File: config.mk
export PLATFORM = sky130hd
export DESIGN_NAME = eifed_top
export DESIGN_NICKNAME = d
export VERILOG_FILES = /design/src/rtl/eifed_pkg.sv /design/src/rtl/eifed_top.sv /design/src/rtl/eifed_filter.sv
export VERILOG_INCLUDE_DIRS = /design/src /design/src/rtl
export SDC_FILE = /design/constraint.sdc
export NUM_CORES = 1
export LEC_CHECK = 0
export BUFFER_PORTS_ARGS = -buffer_cell sky130_fd_sc_hd__buf_2
export CAP_MARGIN = 20
export CELL_PAD_IN_SITES_DETAIL_PLACEMENT = 1
export CELL_PAD_IN_SITES_GLOBAL_PLACEMENT = 2
export CORE_MARGIN = 5
export CORE_UTILIZATION = 36
export CTS_CLUSTER_SIZE = 25
export DETAILED_ROUTE_END_ITERATION = 16
export GPL_ROUTABILITY_DRIVEN = 0
export PLACE_DENSITY = 0.82
export SLEW_MARGIN = 0
export SYNTH_ARGS = -nofsm -noshare
export SYNTH_HDL_FRONTEND = slang
export SYNTH_SLANG_ARGS = --single-unit
File: constraint.sdc
create_clock -name core_clk -period 2.5 [get_ports core_clk]
set_input_delay 0.25 -clock core_clk [delete_from_list [all_inputs] [get_ports core_clk]]
set_output_delay 0.25 -clock core_clk [all_outputs]
set_load 0.02 [all_outputs]
File: src/rtl/eifed_cfg.svh
`ifndef EIFED_CFG_SVH
`define EIFED_CFG_SVH

// ----------------------------------------
// register word indices (byte address = index * 4)
// ----------------------------------------
`define EIFED_IDX_EXT_CTL 6'h37
`define EIFED_IDX_STATUS 6'h38
`define EIFED_IDX_CLEAR 6'h39
`define EIFED_IDX_ENABLE 6'h3a
`define EIFED_IDX_CORE 6'h3b

// ----------------------------------------
// reset values and field positions
// ----------------------------------------
`define EIFED_EXT_CTL_RST 8'h00
`define EIFED_ENABLE_RST 7'h00
`define EIFED_CORE_RST 3'h0
`define EIFED_CORE_GIE 0
`define EIFED_CORE_SLOW 1
`define EIFED_CORE_TRAP_RST 2
`define EIFED_TRAP_BIT 6
`define EIFED_NUM_SRC 6

// ----------------------------------------
// timing, in periods of core_clk (high_freq_clock, 100 MHz)
// ----------------------------------------
`define EIFED_REJ_EDGE_FC 6'd2
`define EIFED_REJ_ONE_LONG_FC 6'd63
`define EIFED_REJ_ONE_SHORT_FC 6'd15
`define EIFED_REJ_MID_FC 6'd7
// in low_freq_clock ticks: a sub-period pulse meets at most one tick
`define EIFED_REJ_SLOW_FS 6'd2
// core_clk cycles per low_freq_clock period (about 32.768 kHz)
`define EIFED_LF_DIV 3052
`define EIFED_STARTUP 3'd4

`endif

File: src/rtl/eifed_pkg.sv
package eifed_pkg;

	// ----------------------------------------
	// control register layout
	// ----------------------------------------
	typedef enum logic [1:0] {
		EIFED_TRIG_RISE = 2'b00,
		EIFED_TRIG_FALL = 2'b01,
		EIFED_TRIG_BOTH = 2'b10,
		EIFED_TRIG_HIGH = 2'b11
	} eifed_trig_t;

	typedef struct packed {
		logic noise_time_select;
		logic pin_function_select;
		eifed_trig_t irq_four_trigger_select;
		logic irq_three_edge_select;
		logic irq_two_edge_select;
		logic irq_one_edge_select;
		logic spare;
	} eifed_ext_ctl_t;

	typedef struct packed {
		logic trap_reset_select;
		logic low_speed_mode;
		logic global_irq_enable;
	} eifed_core_t;

endpackage

File: src/rtl/eifed_top.sv
// Overview of operation
// - address trap gives reset or trap interrupt
// - trap interrupt ignores global enable and nesting
// - six inputs, each with noise rejector
// - pin zero is port unless function bit
// - pin zero falling edge only, gated
// - inputs zero, five reject 2 periods
// - input one rejects 63 or 15 periods
// - inputs two to four reject 7 periods
// - slow mode rejects under one slow period
// - inputs one to three: 0 rise, 1 fall
// - input four rise, fall, both, high
// - latch set within settle plus six periods
// - noise time change effective within 26 periods
// - high level needs a rise after reset
// - acceptance clears source latch and global enable
`include "eifed_cfg.svh"
module eifed_top #(
	parameter int LOW_FREQ_DIV = `EIFED_LF_DIV
) (
	// clock and reset
	input wire logic core_clk,
	input wire logic rst_n,
	// axi4-lite slave
	input wire logic [7:0] s_axi_awaddr,
	input wire logic s_axi_awvalid,
	output logic s_axi_awready,
	input wire logic [31:0] s_axi_wdata,
	input wire logic [3:0] s_axi_wstrb,
	input wire logic s_axi_wvalid,
	output logic s_axi_wready,
	output logic [1:0] s_axi_bresp,
	output logic s_axi_bvalid,
	input wire logic s_axi_bready,
	input wire logic [7:0] s_axi_araddr,
	input wire logic s_axi_arvalid,
	output logic s_axi_arready,
	output logic [31:0] s_axi_rdata,
	output logic [1:0] s_axi_rresp,
	output logic s_axi_rvalid,
	input wire logic s_axi_rready,
	// external pins, bit i is ext_irq_zero .. ext_irq_five
	input wire logic [5:0] ext_irq_pin,
	// cpu side
	input wire logic fetch_violation,
	input wire logic irq_ack,
	input wire logic [2:0] irq_ack_src,
	// outputs
	output logic irq,
	output logic fetch_trap_irq,
	output logic trap_reset_req,
	output logic port_zero_bit_zero
);

	if (LOW_FREQ_DIV < 2 || LOW_FREQ_DIV > 65535) begin : g_bad_div
		$error("eifed_top: LOW_FREQ_DIV out of range");
	end

	eifed_pkg::eifed_ext_ctl_t ext_ctl;
	eifed_pkg::eifed_core_t core;
	logic [6:0] enable, sw_clear, ack_clear;
	logic [5:0] latch, sync1, sync2, filt, prev, rise, fall, trig, wr_idx, rd_idx;
	logic [5:0] reject [`EIFED_NUM_SRC];
	logic [2:0] startup_cnt;
	logic [15:0] lf_cnt;
	logic [31:0] wr_data;
	logic trap_latch, load, armed, seen_rise4, lf_tick, tick, do_write, wr_ok;

	// ----------------------------------------
	// pin synchronisers and startup
	// ----------------------------------------
	always_ff @(posedge core_clk or negedge rst_n) begin
		if (!rst_n) begin
			sync1 <= 6'h00;
			sync2 <= 6'h00;
		end else begin
			sync1 <= ext_irq_pin;
			sync2 <= sync1;
		end
	end

	// filters load the pin level after reset: a pin already high is no rise
	always_ff @(posedge core_clk or negedge rst_n) begin
		if (!rst_n) begin
			startup_cnt <= 3'h0;
			armed <= 1'b0;
		end else begin
			if (load) begin
				startup_cnt <= startup_cnt + 3'h1;
			end
			armed <= ~load;
		end
	end
	assign load = (startup_cnt != `EIFED_STARTUP);

	// ----------------------------------------
	// low_freq_clock tick divider
	// ----------------------------------------
	always_ff @(posedge core_clk or negedge rst_n) begin
		if (!rst_n) begin
			lf_cnt <= 16'h0000;
			lf_tick <= 1'b0;
		end else if (lf_cnt == 16'(LOW_FREQ_DIV - 1)) begin
			lf_cnt <= 16'h0000;
			lf_tick <= 1'b1;
		end else begin
			lf_cnt <= lf_cnt + 16'h0001;
			lf_tick <= 1'b0;
		end
	end
	assign tick = core.low_speed_mode ? lf_tick : 1'b1;

	// ----------------------------------------
	// noise rejectors
	// ----------------------------------------
	// thresholds are combinational, so a new noise time applies at once
	always_comb begin
		for (int i = 0; i < `EIFED_NUM_SRC; i++) begin
			reject[i] = `EIFED_REJ_MID_FC;
		end
		reject[0] = `EIFED_REJ_EDGE_FC;
		reject[5] = `EIFED_REJ_EDGE_FC;
		reject[1] = ext_ctl.noise_time_select ? `EIFED_REJ_ONE_SHORT_FC :
			`EIFED_REJ_ONE_LONG_FC;
		if (core.low_speed_mode) begin
			for (int i = 0; i < `EIFED_NUM_SRC; i++) begin
				reject[i] = `EIFED_REJ_SLOW_FS;
			end
		end
	end

	for (genvar g = 0; g < `EIFED_NUM_SRC; g++) begin : g_filt
		eifed_filter u_filter (
			.core_clk(core_clk), .rst_n(rst_n), .tick(tick), .load(load),
			.reject_len(reject[g]), .level_in(sync2[g]), .level_out(filt[g])
		);
	end

	// ----------------------------------------
	// edge and level detection
	// ----------------------------------------
	always_ff @(posedge core_clk or negedge rst_n) begin
		if (!rst_n) begin
			prev <= 6'h00;
			seen_rise4 <= 1'b0;
		end else begin
			prev <= filt;
			if (rise[4]) begin
				seen_rise4 <= 1'b1;
			end
		end
	end
	assign rise = filt & ~prev & {6{armed}};
	assign fall = ~filt & prev & {6{armed}};
	always_comb begin
		trig[0] = fall[0] & ext_ctl.pin_function_select;
		trig[1] = ext_ctl.irq_one_edge_select ? fall[1] : rise[1];
		trig[2] = ext_ctl.irq_two_edge_select ? fall[2] : rise[2];
		trig[3] = ext_ctl.irq_three_edge_select ? fall[3] : rise[3];
		case (ext_ctl.irq_four_trigger_select)
			eifed_pkg::EIFED_TRIG_RISE: trig[4] = rise[4];
			eifed_pkg::EIFED_TRIG_FALL: trig[4] = fall[4];
			eifed_pkg::EIFED_TRIG_BOTH: trig[4] = rise[4] | fall[4];
			eifed_pkg::EIFED_TRIG_HIGH: trig[4] = filt[4] & seen_rise4 & armed;
			default: trig[4] = 1'b0;
		endcase
		trig[5] = fall[5];
	end

	// ----------------------------------------
	// latches, set wins over clear
	// ----------------------------------------
	assign sw_clear = (do_write && wr_ok && wr_idx == `EIFED_IDX_CLEAR) ? wr_data[6:0] : 7'h00;
	assign ack_clear = (irq_ack && irq_ack_src <= 3'h6) ? 7'(7'h01 << irq_ack_src) : 7'h00;
	always_ff @(posedge core_clk or negedge rst_n) begin
		if (!rst_n) begin
			latch <= 6'h00;
		end else begin
			latch <= (latch & ~sw_clear[5:0] & ~ack_clear[5:0]) | trig;
		end
	end

	always_ff @(posedge core_clk or negedge rst_n) begin
		if (!rst_n) begin
			trap_latch <= 1'b0;
			trap_reset_req <= 1'b0;
		end else begin
			trap_reset_req <= fetch_violation & core.trap_reset_select;
			if (fetch_violation && !core.trap_reset_select) begin
				trap_latch <= 1'b1;
			end else if (sw_clear[`EIFED_TRAP_BIT] || ack_clear[`EIFED_TRAP_BIT]) begin
				trap_latch <= 1'b0;
			end
		end
	end

	always_ff @(posedge core_clk or negedge rst_n) begin
		if (!rst_n) begin
			irq <= 1'b0;
			fetch_trap_irq <= 1'b0;
			port_zero_bit_zero <= 1'b0;
		end else begin
			irq <= core.global_irq_enable & |(latch & enable[5:0]);
			// the trap bypasses the global enable so it can preempt any service
			fetch_trap_irq <= trap_latch & enable[`EIFED_TRAP_BIT];
			port_zero_bit_zero <= sync2[0];
		end
	end

	// ----------------------------------------
	// axi4-lite write channel
	// ----------------------------------------
	assign do_write = ~s_axi_awready & ~s_axi_wready & ~s_axi_bvalid;
	assign wr_ok = (wr_idx >= `EIFED_IDX_EXT_CTL) && (wr_idx <= `EIFED_IDX_CORE);

	always_ff @(posedge core_clk or negedge rst_n) begin
		if (!rst_n) begin
			s_axi_awready <= 1'b1;
			s_axi_wready <= 1'b1;
			s_axi_bvalid <= 1'b0;
			s_axi_bresp <= 2'b00;
			wr_idx <= 6'h00;
			wr_data <= 32'h00000000;
		end else begin
			if (s_axi_awvalid && s_axi_awready) begin
				s_axi_awready <= 1'b0;
				wr_idx <= s_axi_awaddr[7:2];
			end
			if (s_axi_wvalid && s_axi_wready) begin
				s_axi_wready <= 1'b0;
				wr_data <= s_axi_wstrb[0] ? s_axi_wdata : 32'h00000000;
			end
			if (do_write) begin
				s_axi_bvalid <= 1'b1;
				s_axi_bresp <= wr_ok ? 2'b00 : 2'b10;
			end
			if (s_axi_bvalid && s_axi_bready) begin
				s_axi_bvalid <= 1'b0;
				s_axi_awready <= 1'b1;
				s_axi_wready <= 1'b1;
			end
		end
	end

	// byte lane zero only; a write without it stores zero
	always_ff @(posedge core_clk or negedge rst_n) begin
		if (!rst_n) begin
			ext_ctl <= `EIFED_EXT_CTL_RST;
			enable <= `EIFED_ENABLE_RST;
			core <= `EIFED_CORE_RST;
		end else begin
			if (do_write && wr_idx == `EIFED_IDX_EXT_CTL) begin
				ext_ctl <= {wr_data[7:1], 1'b0};
			end
			if (do_write && wr_idx == `EIFED_IDX_ENABLE) begin
				enable <= wr_data[6:0];
			end
			if (do_write && wr_idx == `EIFED_IDX_CORE) begin
				core <= wr_data[2:0];
			end else if (irq_ack) begin
				core.global_irq_enable <= 1'b0;
			end
		end
	end

	// ----------------------------------------
	// axi4-lite read channel
	// ----------------------------------------
	assign rd_idx = s_axi_araddr[7:2];
	always_ff @(posedge core_clk or negedge rst_n) begin
		if (!rst_n) begin
			s_axi_arready <= 1'b1;
			s_axi_rvalid <= 1'b0;
			s_axi_rdata <= 32'h00000000;
			s_axi_rresp <= 2'b00;
		end else if (s_axi_arvalid && s_axi_arready) begin
			s_axi_arready <= 1'b0;
			s_axi_rvalid <= 1'b1;
			s_axi_rresp <= 2'b00;
			case (rd_idx)
				`EIFED_IDX_EXT_CTL: s_axi_rdata <= {24'h000000, ext_ctl};
				`EIFED_IDX_STATUS: s_axi_rdata <= {25'h0000000, trap_latch, latch};
				`EIFED_IDX_CLEAR: s_axi_rdata <= 32'h00000000;
				`EIFED_IDX_ENABLE: s_axi_rdata <= {25'h0000000, enable};
				`EIFED_IDX_CORE: s_axi_rdata <= {29'h00000000, core};
				default: begin
					s_axi_rdata <= 32'h00000000;
					s_axi_rresp <= 2'b10;
				end
			endcase
		end else if (s_axi_rvalid && s_axi_rready) begin
			s_axi_rvalid <= 1'b0;
			s_axi_arready <= 1'b1;
		end
	end

	// ----------------------------------------
	// assertions
	// ----------------------------------------
	trap_reset_path_a: assert property (@(posedge core_clk) disable iff (!rst_n)
		fetch_violation && core.trap_reset_select |=> trap_reset_req && !$rose(trap_latch))
		else $error("trap reset not raised");
	trap_latch_path_a: assert property (@(posedge core_clk) disable iff (!rst_n)
		fetch_violation && !core.trap_reset_select |=> trap_latch && !trap_reset_req)
		else $error("trap latch not set");
	trap_bypass_gie_a: assert property (@(posedge core_clk) disable iff (!rst_n)
		trap_latch && enable[6] && !core.global_irq_enable |=> fetch_trap_irq)
		else $error("trap interrupt blocked by global enable");
	pin_zero_port_a: assert property (@(posedge core_clk) disable iff (!rst_n)
		!ext_ctl.pin_function_select && !latch[0] |=> !latch[0])
		else $error("port pin set its latch");
	mid_accept_a: assert property (@(posedge core_clk) disable iff (!rst_n)
		(!load && !core.low_speed_mode && sync2[2] != filt[2])[*7] |=> filt[2] == $past(sync2[2]))
		else $error("filter two did not accept");
	edge_accept_a: assert property (@(posedge core_clk) disable iff (!rst_n)
		(!load && !core.low_speed_mode && sync2[5] != filt[5])[*2] |=> filt[5] == $past(sync2[5]))
		else $error("filter five did not accept");
	level_needs_rise_a: assert property (@(posedge core_clk) disable iff (!rst_n)
		ext_ctl.irq_four_trigger_select == eifed_pkg::EIFED_TRIG_HIGH && !seen_rise4
		&& !latch[4] |=> !latch[4])
		else $error("level request before a rise");
	edge_one_rise_a: assert property (@(posedge core_clk) disable iff (!rst_n)
		rise[1] && !ext_ctl.irq_one_edge_select |=> latch[1])
		else $error("rising edge on input one lost");
	ack_clears_gie_a: assert property (@(posedge core_clk) disable iff (!rst_n)
		irq_ack && !(do_write && wr_idx == `EIFED_IDX_CORE) |=> !core.global_irq_enable)
		else $error("global enable kept after acceptance");

endmodule // eifed_top

File: src/rtl/eifed_filter.sv
module eifed_filter (
	// clock and reset
	input wire logic core_clk,
	input wire logic rst_n,
	// control
	input wire logic tick,
	input wire logic load,
	input wire logic [5:0] reject_len,
	// signal
	input wire logic level_in,
	output logic level_out
);

	logic [5:0] stable_cnt;

	// ----------------------------------------
	// stable-sample counter
	// ----------------------------------------
	// any sample agreeing with the output restarts the count, so a pulse
	// only gets through if it lasts reject_len consecutive samples
	always_ff @(posedge core_clk or negedge rst_n) begin
		if (!rst_n) begin
			stable_cnt <= 6'h00;
			level_out <= 1'b0;
		end else if (load) begin
			stable_cnt <= 6'h00;
			level_out <= level_in;
		end else if (level_in == level_out) begin
			stable_cnt <= 6'h00;
		end else if (tick) begin
			if (stable_cnt + 6'h01 >= reject_len) begin
				stable_cnt <= 6'h00;
				level_out <= level_in;
			end else begin
				stable_cnt <= stable_cnt + 6'h01;
			end
		end
	end

endmodule // eifed_filter

# Word level (Yosys, flattened, before mapping)

Index checks and enable logic that the tools add are counted.

Add/sub/neg operators: 8
Order comparisons: 9
Eq/ne operators: 26
Shift operators: 1
Multiplexer cells: 77
Bitwise logic cells: 25
Reductions and logical operators: 43

Operators by type and width:

| kind                  | count |
|---|---|
| $mux 6                | 25 |
| $eq 6x6->1 const B    | 9 |
| $mux 1                | 43 |
| $add 6x1->6 const B   | 6 |
| $pmux 8 s4            | 1 |
| $and 6x6->6           | 5 |
| $ge 6x6->1            | 5 |
| $mux 30               | 1 |
| $reduce_bool 2->1     | 13 |
| $not 6->6             | 3 |
| $reduce_and 3->1      | 6 |
| $reduce_bool 3->1     | 6 |
| $add 16x1->16 const B | 1 |
| $eq 16x12->1 const B  | 1 |
| $mux 16               | 1 |
| $mux 7                | 2 |
| $logic_and 1x1->1     | 13 |
| $ne 2x2->1 const B    | 6 |
| $and 5x5->5           | 2 |
| $and 1x1->1           | 8 |
| $mux 8                | 1 |
| $shl 1x3->7 const A   | 1 |
| $eq 1x1->1            | 6 |
| $ge 6x2->1 const B    | 1 |
| other kinds (18)      | 23 |

Bits in registers: 165
Bits of input ports: 70
Output and inout port bits: 45
Logic and storage cells: 235

# Logic depth before layout (Yosys ltp)

Gate-level depths: netlist of the first run.

Depth after elaboration: 10
Mapped depth: 9
Mapped depth without buffers: 9

# Modules after synthesis

A second synthesis of the first run with hierarchy kept.

Cell total of the unflattened synthesis: 734
Area total of the unflattened synthesis: 7518.5 µm²

By module, submodules not included:

| module       | times used | cells each | area an instance (µm²) | seq. area each (µm²) |
|---|---|---|---|---|
| eifed_top    | 1          | 380        | 4222.8                 | 2431.1 |
| eifed_filter | 6          | 59         | 549.3                  | 175.2 |

# Worst setup path before layout of the first run

Ideal clock, no wire load.

Path type: register -> register
From: register g_filt[1].u_filter.stable_cnt[2]
To: register g_filt[1].u_filter.level_out
Setup time: 0.128 ns
Arrival: 2.127 ns
Required time: 2.372 ns
Slack: 0.246 ns
Stages on the path, launching flop included: 10
Path buffers: 0
Clock period less this slack: 2.254 ns
Cell sequence: dfrtp_1 -> nand3_1 -> or2_2 -> xnor2_1 -> ha_1 -> a21oi_1 -> nand2_1 -> a31oi_2 -> nor2_1 -> mux2_1

Longest elaborated chain between the ends: 4

RTL lines:

| what                               | line               | source |
|---|---|---|
| start: declaration                 | eifed_filter.sv:14 | `logic [5:0] stable_cnt;` |
| start signal: assignment           | eifed_filter.sv:35 | `stable_cnt <= stable_cnt + 6'h01;` |
| $add 6x1->6                        | eifed_filter.sv:31 | `if (stable_cnt + 6'h01 >= reject_len) begin` |
| $ge 6x6->1                         | eifed_filter.sv:31 |  |
| $reduce_bool 2->1 (no source line) | n/a                |  |
| $reduce_and 3->1 (no source line)  | n/a                |  |
| end signal: assignment             | eifed_filter.sv:27 | `level_out <= level_in;` |
| end signal: assignment             | eifed_filter.sv:33 | `level_out <= level_in;` |
| end: declaration                   | eifed_filter.sv:11 | `output logic level_out` |

No other way between the ends.
A chain may end at the register's enable or synchronous reset.

# Worst setup path in the final report of the first run

From: register g_filt[1].u_filter.stable_cnt[0]
To: register g_filt[1].u_filter.stable_cnt[2]

Longest elaborated chain between the ends: 6

RTL lines:

| what            | line                                   | source |
|---|---|---|
| $add 6x1->6 (*) | eifed_filter.sv:31, eifed_filter.sv:35 |  |
| $ge 6x6->1      | eifed_filter.sv:31                     |  |
| $mux 6 (*)      | eifed_filter.sv:31                     |  |
| $mux 6 (*)      | eifed_filter.sv:30                     | `end else if (tick) begin` |
| $mux 6 (*)      | eifed_filter.sv:28                     | `end else if (level_in == level_out) begin` |
| $mux 6 (*)      | eifed_filter.sv:25                     | `end else if (load) begin` |

Every way passes the cells marked *; elsewhere a longest branch is shown, timed or not. The select of a mux whose other input is x is not followed.

==> results of run 1 <==
## stage by stage
stage | hold WS, ns | instance area (um2) | std cells | setup slack, ns
final | 0.04421 | 7835 | 935 | 0.1823
after global routing | 0.03975 | 7835 | 935 | 0.03600
after CTS | 0.03039 | 7834 | 935 | 0.1466
after detailed placement | 0.3024 | 7132 | 893 | 0.1748
after global placement | 0.2969 | 7132 | 893 | 0.2274
after floorplan | -0.04559 | 6646 | 624 | 0.2460
## flip-flops by register name, summed over array words and instances (netlist names), 6 cells and up
| name | flops |
|---|---|
| wr_data | 8 |
| sync1 | 6 |
| latch | 6 |
| lf_cnt | 16 |
| wr_idx | 6 |
| s_axi_rdata | 8 |
| ext_ctl | 7 |
| sync2 | 6 |
| g_filt.u_filter.level_out | 6 |
| prev | 6 |
| g_filt.u_filter.stable_cnt | 36 |
| enable | 7 |
## worst max-delay path, delay by kind of cell (launching register included)
kind                     cells  cell delay [ns]
adder cells (fa/ha/maj)      1             0.30
flip-flops                   1             0.41
AO/OA/AOI/OAI                3             0.50
buffers and inverters        1             0.18
AND/OR/NAND/NOR              4             0.63
XOR/XNOR                     1             0.21
## cell families after synthesis
logic type / after synthesis / synth area share, %
and+or+nand+nor: 210 / 16.73
DFF: 139 / 53.14
AOI/OAI and AO/OA: 117 / 12.43
buffers and inverters: 52 / 4.525
muxes: 30 / 5.175
xor gates and xnor gates: 28 / 3.743
adders and majority gates: 22 / 4.201
other: 1 / 0.05723
## cell type report
type,instances,share of cell area [%]
timing repair buffer,83,6.691
clock inverter,13,2.156
clock buffer,19,5.525
tap,229,3.657
inverter,19,0.9103
multi-input combinational,433,36.60
sequential,139,44.46
## final timing paths
check	start	endpoint	slack (ns)	depth (start not counted)
max	g_filt[1].u_filter.stable_cnt[0]$_DFFE_PN0P_	g_filt[1].u_filter.stable_cnt[2]$_DFFE_PN0P_	0.18	10
min in group asynchronous	rst_n	s_axi_rvalid$_DFFE_PN0P_	0.39	2
max in group asynchronous	rst_n	lf_cnt[15]$_DFF_PN0_	1.36	3
min	fetch_violation	trap_reset_req$_DFF_PN0_	0.04	2
min reg2reg	sync1[4]$_DFF_PN0_	sync2[4]$_DFF_PN0_	0.35	0
max reg2reg	g_filt[1].u_filter.stable_cnt[0]$_DFFE_PN0P_	g_filt[1].u_filter.stable_cnt[2]$_DFFE_PN0P_	0.18	10
## synthesized netlist by cell type, types with 3 or more instances
cell,instances
a21o_1,9
a21oi_1,15
a222oi_1,6
a22oi_1,3
a31o_2,3
a31oi_1,8
a32o_1,5
and2_1,19
and3_1,6
and4_1,5
buf_2,3
buf_4,26
clkbuf_1,3
dfrtp_1,136
dfstp_2,3
ha_1,22
inv_1,18
mux2_1,19
mux2_2,8
nand2_1,79
nand2b_1,12
nand3_1,14
nand3b_1,5
nand4_1,5
nor2_1,30
nor2b_1,7
nor3_1,7
nor3b_2,3
o2111ai_1,4
o21ai_0,33
o21ai_1,4
o31ai_1,8
or3_1,4
xnor2_1,20
xor2_1,8
## repair_timing
item	in CTS	in global routing
hold buffers	10	0
endpoints found under the hold margin	71	0
endpoints found under the setup margin	0	1
buffers inserted	0	0
resized for setup	0	1
## power groups by stage
stage	sequential (mW)	combinational (mW)	clock, mW
after floorplan	3.12	1.06	0
after global placement	3.19	1.44	0
after detailed placement	3.24	1.52	0
after CTS	3.20	1.56	2.63
after global routing	3.27	1.75	2.73
final	3.20	1.53	2.57
## metal layers
layer | vias to the layer above | share of wire (%) | track usage (%) | wire, um
met4 | 0 | 1.5 | 4.708 | 234
met5 | - | 0 | 0 | 0
li1 | 2272 | - | - | -
met2 | 60 | 51 | 26.27 | 7926
met3 | 19 | 3.0 | 3.867 | 470
met1 | 2403 | 45 | 19.09 | 6973
==> results by group, run 1 <==
Die
  • DIE WIDTH: 144.9 um
  • Die area: 0.02100 mm2
  • Top-Level Pins: about 120
  • Core footprint: ~0.018 mm2
  • Initial core utilization: between 30% and 40%
  • Chip Height: around 140 um
  • Core Rows: 49

Status
  • Status: finished, final reports clean

STA
  • Finish-stage setup viols: 0
  • Clock skew: 0.006702 ns
  • Final critical-path required period: between 2 and 2.5 ns
  • Slew margin rel.: between 50% and 60%
  • Part of the cycle the worst path needs: about 90%
  • Fin. Hold Viols: 0
  • Slew Limit Fails: 0
  • RSZ-0062 raised after global routing: false
  • Worst-Margin Slew: between 0.6 and 0.7 ns
  • Setup_tns: 0 ns
  • Fmax: 0.4315 GHz

Worst setup path
  • Setup crit end kind: flip-flop
  • Worst path max stage delay: roughly 0.41 ns
  • Critical path class: flip-flop to flip-flop
  • Worst-path fanout max: 7
  • CP startpoint kind: flip-flop
  • Crit path cell chain: nand3_1 -> or2_2 -> xnor2_1 -> ha_1 -> a21oi_1 -> nand2_1 -> a31oi_2 -> buf_4 -> nand4b_1 -> a31oi_1
  • Critical path arrival: approximately 2.7 ns
  • Worst EP required: ~2.8 ns
  • Critical path's slowest cell: dfrtp_1

Power and ir drop
  • Clock share of power: about a third
  • Comb power frac: 20.9%
  • PwrDens: slightly above 900 mW/mm2
  • Switching fraction of total power: 31.94%
  • Total Power: approximately 7.3 mW
  • P_leak: 3.676 nW
  • Peak supply drop: 0.4958 mV
  • Sw Pwr: 2.333 mW
  • Reg power frac: a little over two fifths
  • Int Pwr: between 4 and 5 mW

Final layout
  • Most frequent cells in the layout: 135 x dfrtp_1, 79 x nand2_1, 56 x buf_2
  • FF+latch area: around 0.0035 mm2
  • Multi-input gate area: 0.002868 mm2
  • Commonest non-fill, non-tap cell in the layout: dfrtp_1
  • Area growth syn-to-layout: 19.57%
  • Fill cells: a little under 2000
  • Final Core Density: a little over two fifths
  • Final nets: roughly 790
  • Antenna diodes: 0
  • Layout cells sized above 1: 19.12%

Logic synthesis
  • Flops & latches, synth: around 140
  • Register area share after synthesis: about 53%
  • Mapped Area: between 0.006 and 0.007 mm2
  • Asr flop ratio synth: 100.0%
  • EDFF count, synth: 0
  • Yosys warning total: 0
  • Cells after Synth: between 500 and 600
  • Synth area leader: dfrtp_1
  • Top FF cell, synth: dfrtp_1
  • Post-synthesis cell type count: 64
  • Synth area leaders: dfrtp_1 52%, nand2_1 4.5%, ha_1 4.2%, mux2_1 3.3%, buf_4 3.0%
  • Avg Synthesized Cell Area: around 11 um2
  • Top-area cell type share of the netlist area: approximately half

Global route
  • Vias in the first global route: around 5200
  • Total track usage: 15.34%
  • Largest net degree at the start of global routing: 69
  • Initial antenna violation count: 0
  • First-pass GRT wire length: between 20 and 30 mm
  • Grt ovf: 0

Clock network
  • Inserted Clock Buffers: 17
  • Max H-tree Level: 4
  • Clock root buffer: clkbuf_16
  • Clk sink count: roughly 140
  • CTS max path bufs: 2
  • CTS tree: built
  • Clock transition at path regs: roughly 0.060 ns
  • Clock Latency Late Sink: ~0.43 ns

Routing
  • Total number of vias: 4754
  • Vias per cell: just over 5
  • Detailed Route WL: around 16 mm
  • Routed len/inst: ~17 um
  • DRT iter0 DRCs: 219
  • 1st-pass router iterations: 6
  • Post-route DRC: 0
  • Routed Antenna Nets: 0

Job
  • Max-cap violation count: 0

Hold path
  • Hold crit path type: input pin to flip-flop

Placement
  • # port buffers: 57
  • Hpwl dp: about 11 mm
Note: power is estimated with default switching activity, not from simulation.
==> run 2, diff against run 1 <==
--- a/config.mk
+++ b/config.mk
@@ -11,12 +11,13 @@
 export CELL_PAD_IN_SITES_DETAIL_PLACEMENT = 1
 export CELL_PAD_IN_SITES_GLOBAL_PLACEMENT = 2
 export CORE_MARGIN = 5
-export CORE_UTILIZATION = 36
+export CORE_UTILIZATION = 37
 export CTS_CLUSTER_SIZE = 25
 export DETAILED_ROUTE_END_ITERATION = 16
 export GPL_ROUTABILITY_DRIVEN = 0
-export PLACE_DENSITY = 0.82
+export PLACE_DENSITY = 0.84
 export SLEW_MARGIN = 0
 export SYNTH_ARGS = -nofsm -noshare
 export SYNTH_HDL_FRONTEND = slang
+export SYNTH_HIERARCHICAL = 1
 export SYNTH_SLANG_ARGS = --single-unit
==> run 2 against run 1 <==
Flip-flop and latch count unchanged. Clock power about the same. Critical path depth decreased by 1. Critical path type unchanged. Fmax decreased by 2.0%. Wire length increased by 7.8%. Non-clock buffer count increased by 7. Largest cell class is now multi-input gates. Highest routed layer unchanged. Synthesized cell count increased by 23%. Final cell count increased by 22%. Via count increased by 16%.
==> results by group, run 2 <==
Worst setup path
  • Critical path class: flip-flop to flip-flop
  • Critical path's slowest cell: dfrtp_2
  • Worst-path fanout max: 6
  • R2r worst-path depth: 9
  • Worst EP required: 2.81 ns
  • Crit path cell chain: and3_1 -> nand3_1 -> xnor2_2 -> ha_1 -> a211o_1 -> a21oi_1 -> o21ai_0 -> o21ai_0 -> mux2_2
  • Most frequent CP cell: o21ai_0
  • Worst path max stage delay: ~0.42 ns
  • Setup crit end kind: flip-flop
  • Critical R2R Launch: g_filt[1].u_filter/stable_cnt[0]$_DFFE_PN0P_
  • CP startpoint kind: flip-flop
  • Crit path launch: g_filt[1].u_filter/stable_cnt[0]$_DFFE_PN0P_
  • Critical path arrival: 2.67 ns

Logic synthesis
  • Asr flop ratio synth: between 90% and 100%
  • Yosys warning total: 6
  • Synth area leader: dfrtp_1
  • Leading cell types by count after synthesis: 136 x dfrtp_1, 105 x nand2_1, 50 x o21ai_0
  • Post-synthesis cell type count: 50
  • Top FF cell, synth: dfrtp_1
  • Count leader, synth: dfrtp_1
  • Synth area leaders: dfrtp_1 45%, ha_1 7.5%, mux2_2 5.2%, nand2_1 5.2%, xnor2_1 3.4%
  • Mapped Area: 0.007518 mm2
  • Cells after Synth: between 700 and 800
  • Avg Synthesized Cell Area: ~10 um2
  • Register area share after synthesis: a little under half
  • Top-area cell type share of the netlist area: 45.27%
  • EDFF count, synth: 0
  • Flops & latches, synth: 139

Routing
  • Vias per cell: between 4 and 5
  • Routed Antenna Nets: 0
  • Detailed Route WL: roughly 17 mm
  • Total number of vias: 5494
  • Post-route DRC: 0
  • 1st-pass router iterations: 4
  • Routed len/inst: between 10 and 15 um
  • DRT iter0 DRCs: about 120

Final layout
  • Regs by FF count: g_filt.u_filter/stable_cnt (36), lf_cnt (16)
  • Area growth syn-to-layout: 21.05%
  • Largest Register: g_filt.u_filter/stable_cnt
  • Antenna diodes: 0
  • Max reg flops: 36
  • Final nets: between 900 and 1000
  • Final Core Density: 45.27%
  • Commonest non-fill, non-tap cell in the layout: dfrtp_1
  • Layout cells sized above 1: 22.64%
  • Most frequent cells in the layout: 131 x dfrtp_1, 105 x nand2_1, 56 x buf_2

Power and ir drop
  • Peak supply drop: around 0.47 mV
  • PwrDens: roughly 880 mW/mm2
  • Sw Pwr: between 2 and 3 mW
  • Reg power frac: 41.0%
  • Clock share of power: about a third
  • Int Pwr: between 5 and 6 mW
  • Comb power frac: between 20% and 30%
  • Total Power: between 7 and 8 mW
  • P_leak: between 4 and 5 nW
  • Switching fraction of total power: 36.09%

Die
  • Core Rows: 52
  • Chip Height: about 150 um
  • Initial core utilization: 37.40%
  • Die area: approximately 0.023 mm2
  • Core footprint: 0.02010 mm2
  • Top-Level Pins: roughly 120
  • DIE WIDTH: 152.6 um

STA
  • Finish-stage setup viols: 0
  • Final critical-path required period: between 2 and 2.5 ns
  • Part of the cycle the worst path needs: around 95%
  • Worst-Margin Slew: about 0.7 ns
  • Slew margin rel.: around 53%
  • Clock skew: about 0.018 ns
  • Slew Limit Fails: 0
  • Fin. Hold Viols: 0
  • Fmax: between 0.4 and 0.5 GHz

Status
  • Status: finished, final reports clean

Hold path
  • Worst hold path depth: 3
  • HP Start: s_axi_rready
  • Hold crit path type: input pin to flip-flop

Clock network
  • CTS tree: built
  • Inserted Clock Buffers: 17
  • Clock Latency Late Sink: 0.43 ns
  • Clock transition at path regs: 0.08 ns
  • CTS max path bufs: 2
  • Clock root buffer: clkbuf_16
  • Max H-tree Level: 4
  • Clk sink count: approximately 140

Global route
  • Grt ovf: 0
  • First-pass GRT wire length: between 20 and 30 mm
  • Vias in the first global route: about 5800
  • Initial antenna violation count: 0
  • Total track usage: between 10% and 20%
  • Largest net degree at the start of global routing: between 60 and 70

Placement
  • # port buffers: between 50 and 60
  • Hpwl dp: between 10 and 15 mm

Job
  • Max-cap violation count: 0
## run 2: changes by cell type in the layout (fill, tap and decap cells not counted), moves of 7 or more
cell | before | now
o31ai_1 | 8 | 0
nand2b_1 | 12 | 26
and2_1 | 19 | 3
ha_1 | 22 | 45
nand3_1 | 14 | 36
mux2_1 | 19 | 0
clkinv_8 | 0 | 7
conb_1 | 26 | 51
xor2_1 | 8 | 16
mux2_2 | 8 | 35
o21ai_0 | 33 | 49
nand2_1 | 79 | 105
xnor2_2 | 0 | 8
inv_1 | 18 | 48
## run 2: path summary, 6_finish.rpt
check / endpoint / slack (ns)
setup / recovery: g_filt[1].u_filter/level_out$_DFFE_PN0P_ / 0.14
min in group asynchronous: s_axi_rvalid$_DFFE_PN0P_ / 0.37
hold / removal: s_axi_arready$_DFFE_PN1P_ / 0.03
setup reg to reg: g_filt[1].u_filter/level_out$_DFFE_PN0P_ / 0.14
hold reg to reg: sync2[0]$_DFF_PN0_ / 0.35
max in group asynchronous: g_filt[3].u_filter/stable_cnt[0]$_DFFE_PN0P_ / 1.29
## run 2: power groups by stage
stage | sequential, mW | combinational, mW | clock (mW)
2_1_floorplan | 3.18 | 1.50 | 0
3_3_place_gp | 3.27 | 1.99 | 0
3_5_place_dp | 3.29 | 2.06 | 0
4_1_cts | 3.26 | 2.11 | 2.62
5_1_grt | 3.34 | 2.43 | 2.73
6_report | 3.27 | 2.15 | 2.55
## run 2: what timing repair did
item,CTS,global route
buffers inserted,0,2
gates resized for setup,0,18
hold buffers,11,0
hold endpoints to repair,69,0
setup endpoints to repair,0,31
## run 2: worst max-delay path, delay by kind of cell (launching register included)
family	cells	cell delay, ns
compound gates	4	0.64
xor+xnor	1	0.22
simple gates	2	0.32
flops	1	0.42
fa+ha+maj	1	0.27
mux	1	0.36
## run 2: layer usage
layer | routed length (um) | up-vias | GRT usage [%]
met4 | 154 | 0 | 4.158
met2 | 8234 | 55 | 24.53
met5 | 0 | - | 0
met1 | 8027 | 2726 | 19.57
li1 | - | 2702 | -
met3 | 414 | 11 | 3.209
## run 2: kinds of logic (layout without fill, tap and decap cells)
family                   after synthesis  count (layout)  synth area share, %
AND/OR/NAND/NOR                      259             259                17.52
flip-flops                           139             139                46.31
AO/OA/AOI/OAI                        124             124                12.35
buffers and inverters                 83             170                5.475
adder cells (fa/ha/maj)               45              45                7.489
XOR/XNOR                              45              45                5.242
multiplexers                          37              37                5.508
other                                  2              51              0.09989
## run 2: layout make-up
cell class,instances,area [um2]
Tap cell,270,337.8
Timing Repair Buffer,90,579.3
Inverter,48,180.2
Fill cell,2253,11000
Multi-Input combinational cell,561,3899
Clock inverter,15,191.4
Sequential cell,139,3488
Clock buffer,17,425.4
## run 2: through the flow
step / worst slack (ns) / std cells / TNS (ns) / hold slack [ns] / area [um2]
2_1_floorplan: 0.3410 / 783 / 0 / -0.04559 / 7702
3_3_place_gp: 0.1372 / 1095 / 0 / 0.2820 / 8263
3_5_place_dp: 0.07180 / 1095 / 0 / 0.2841 / 8263
4_1_cts: 0.05533 / 1138 / 0 / 0.005531 / 8990
5_1_grt: -0.04629 / 1140 / -0.1380 / 0.02714 / 9101
6_report: 0.1352 / 1140 / 0 / 0.02903 / 9101
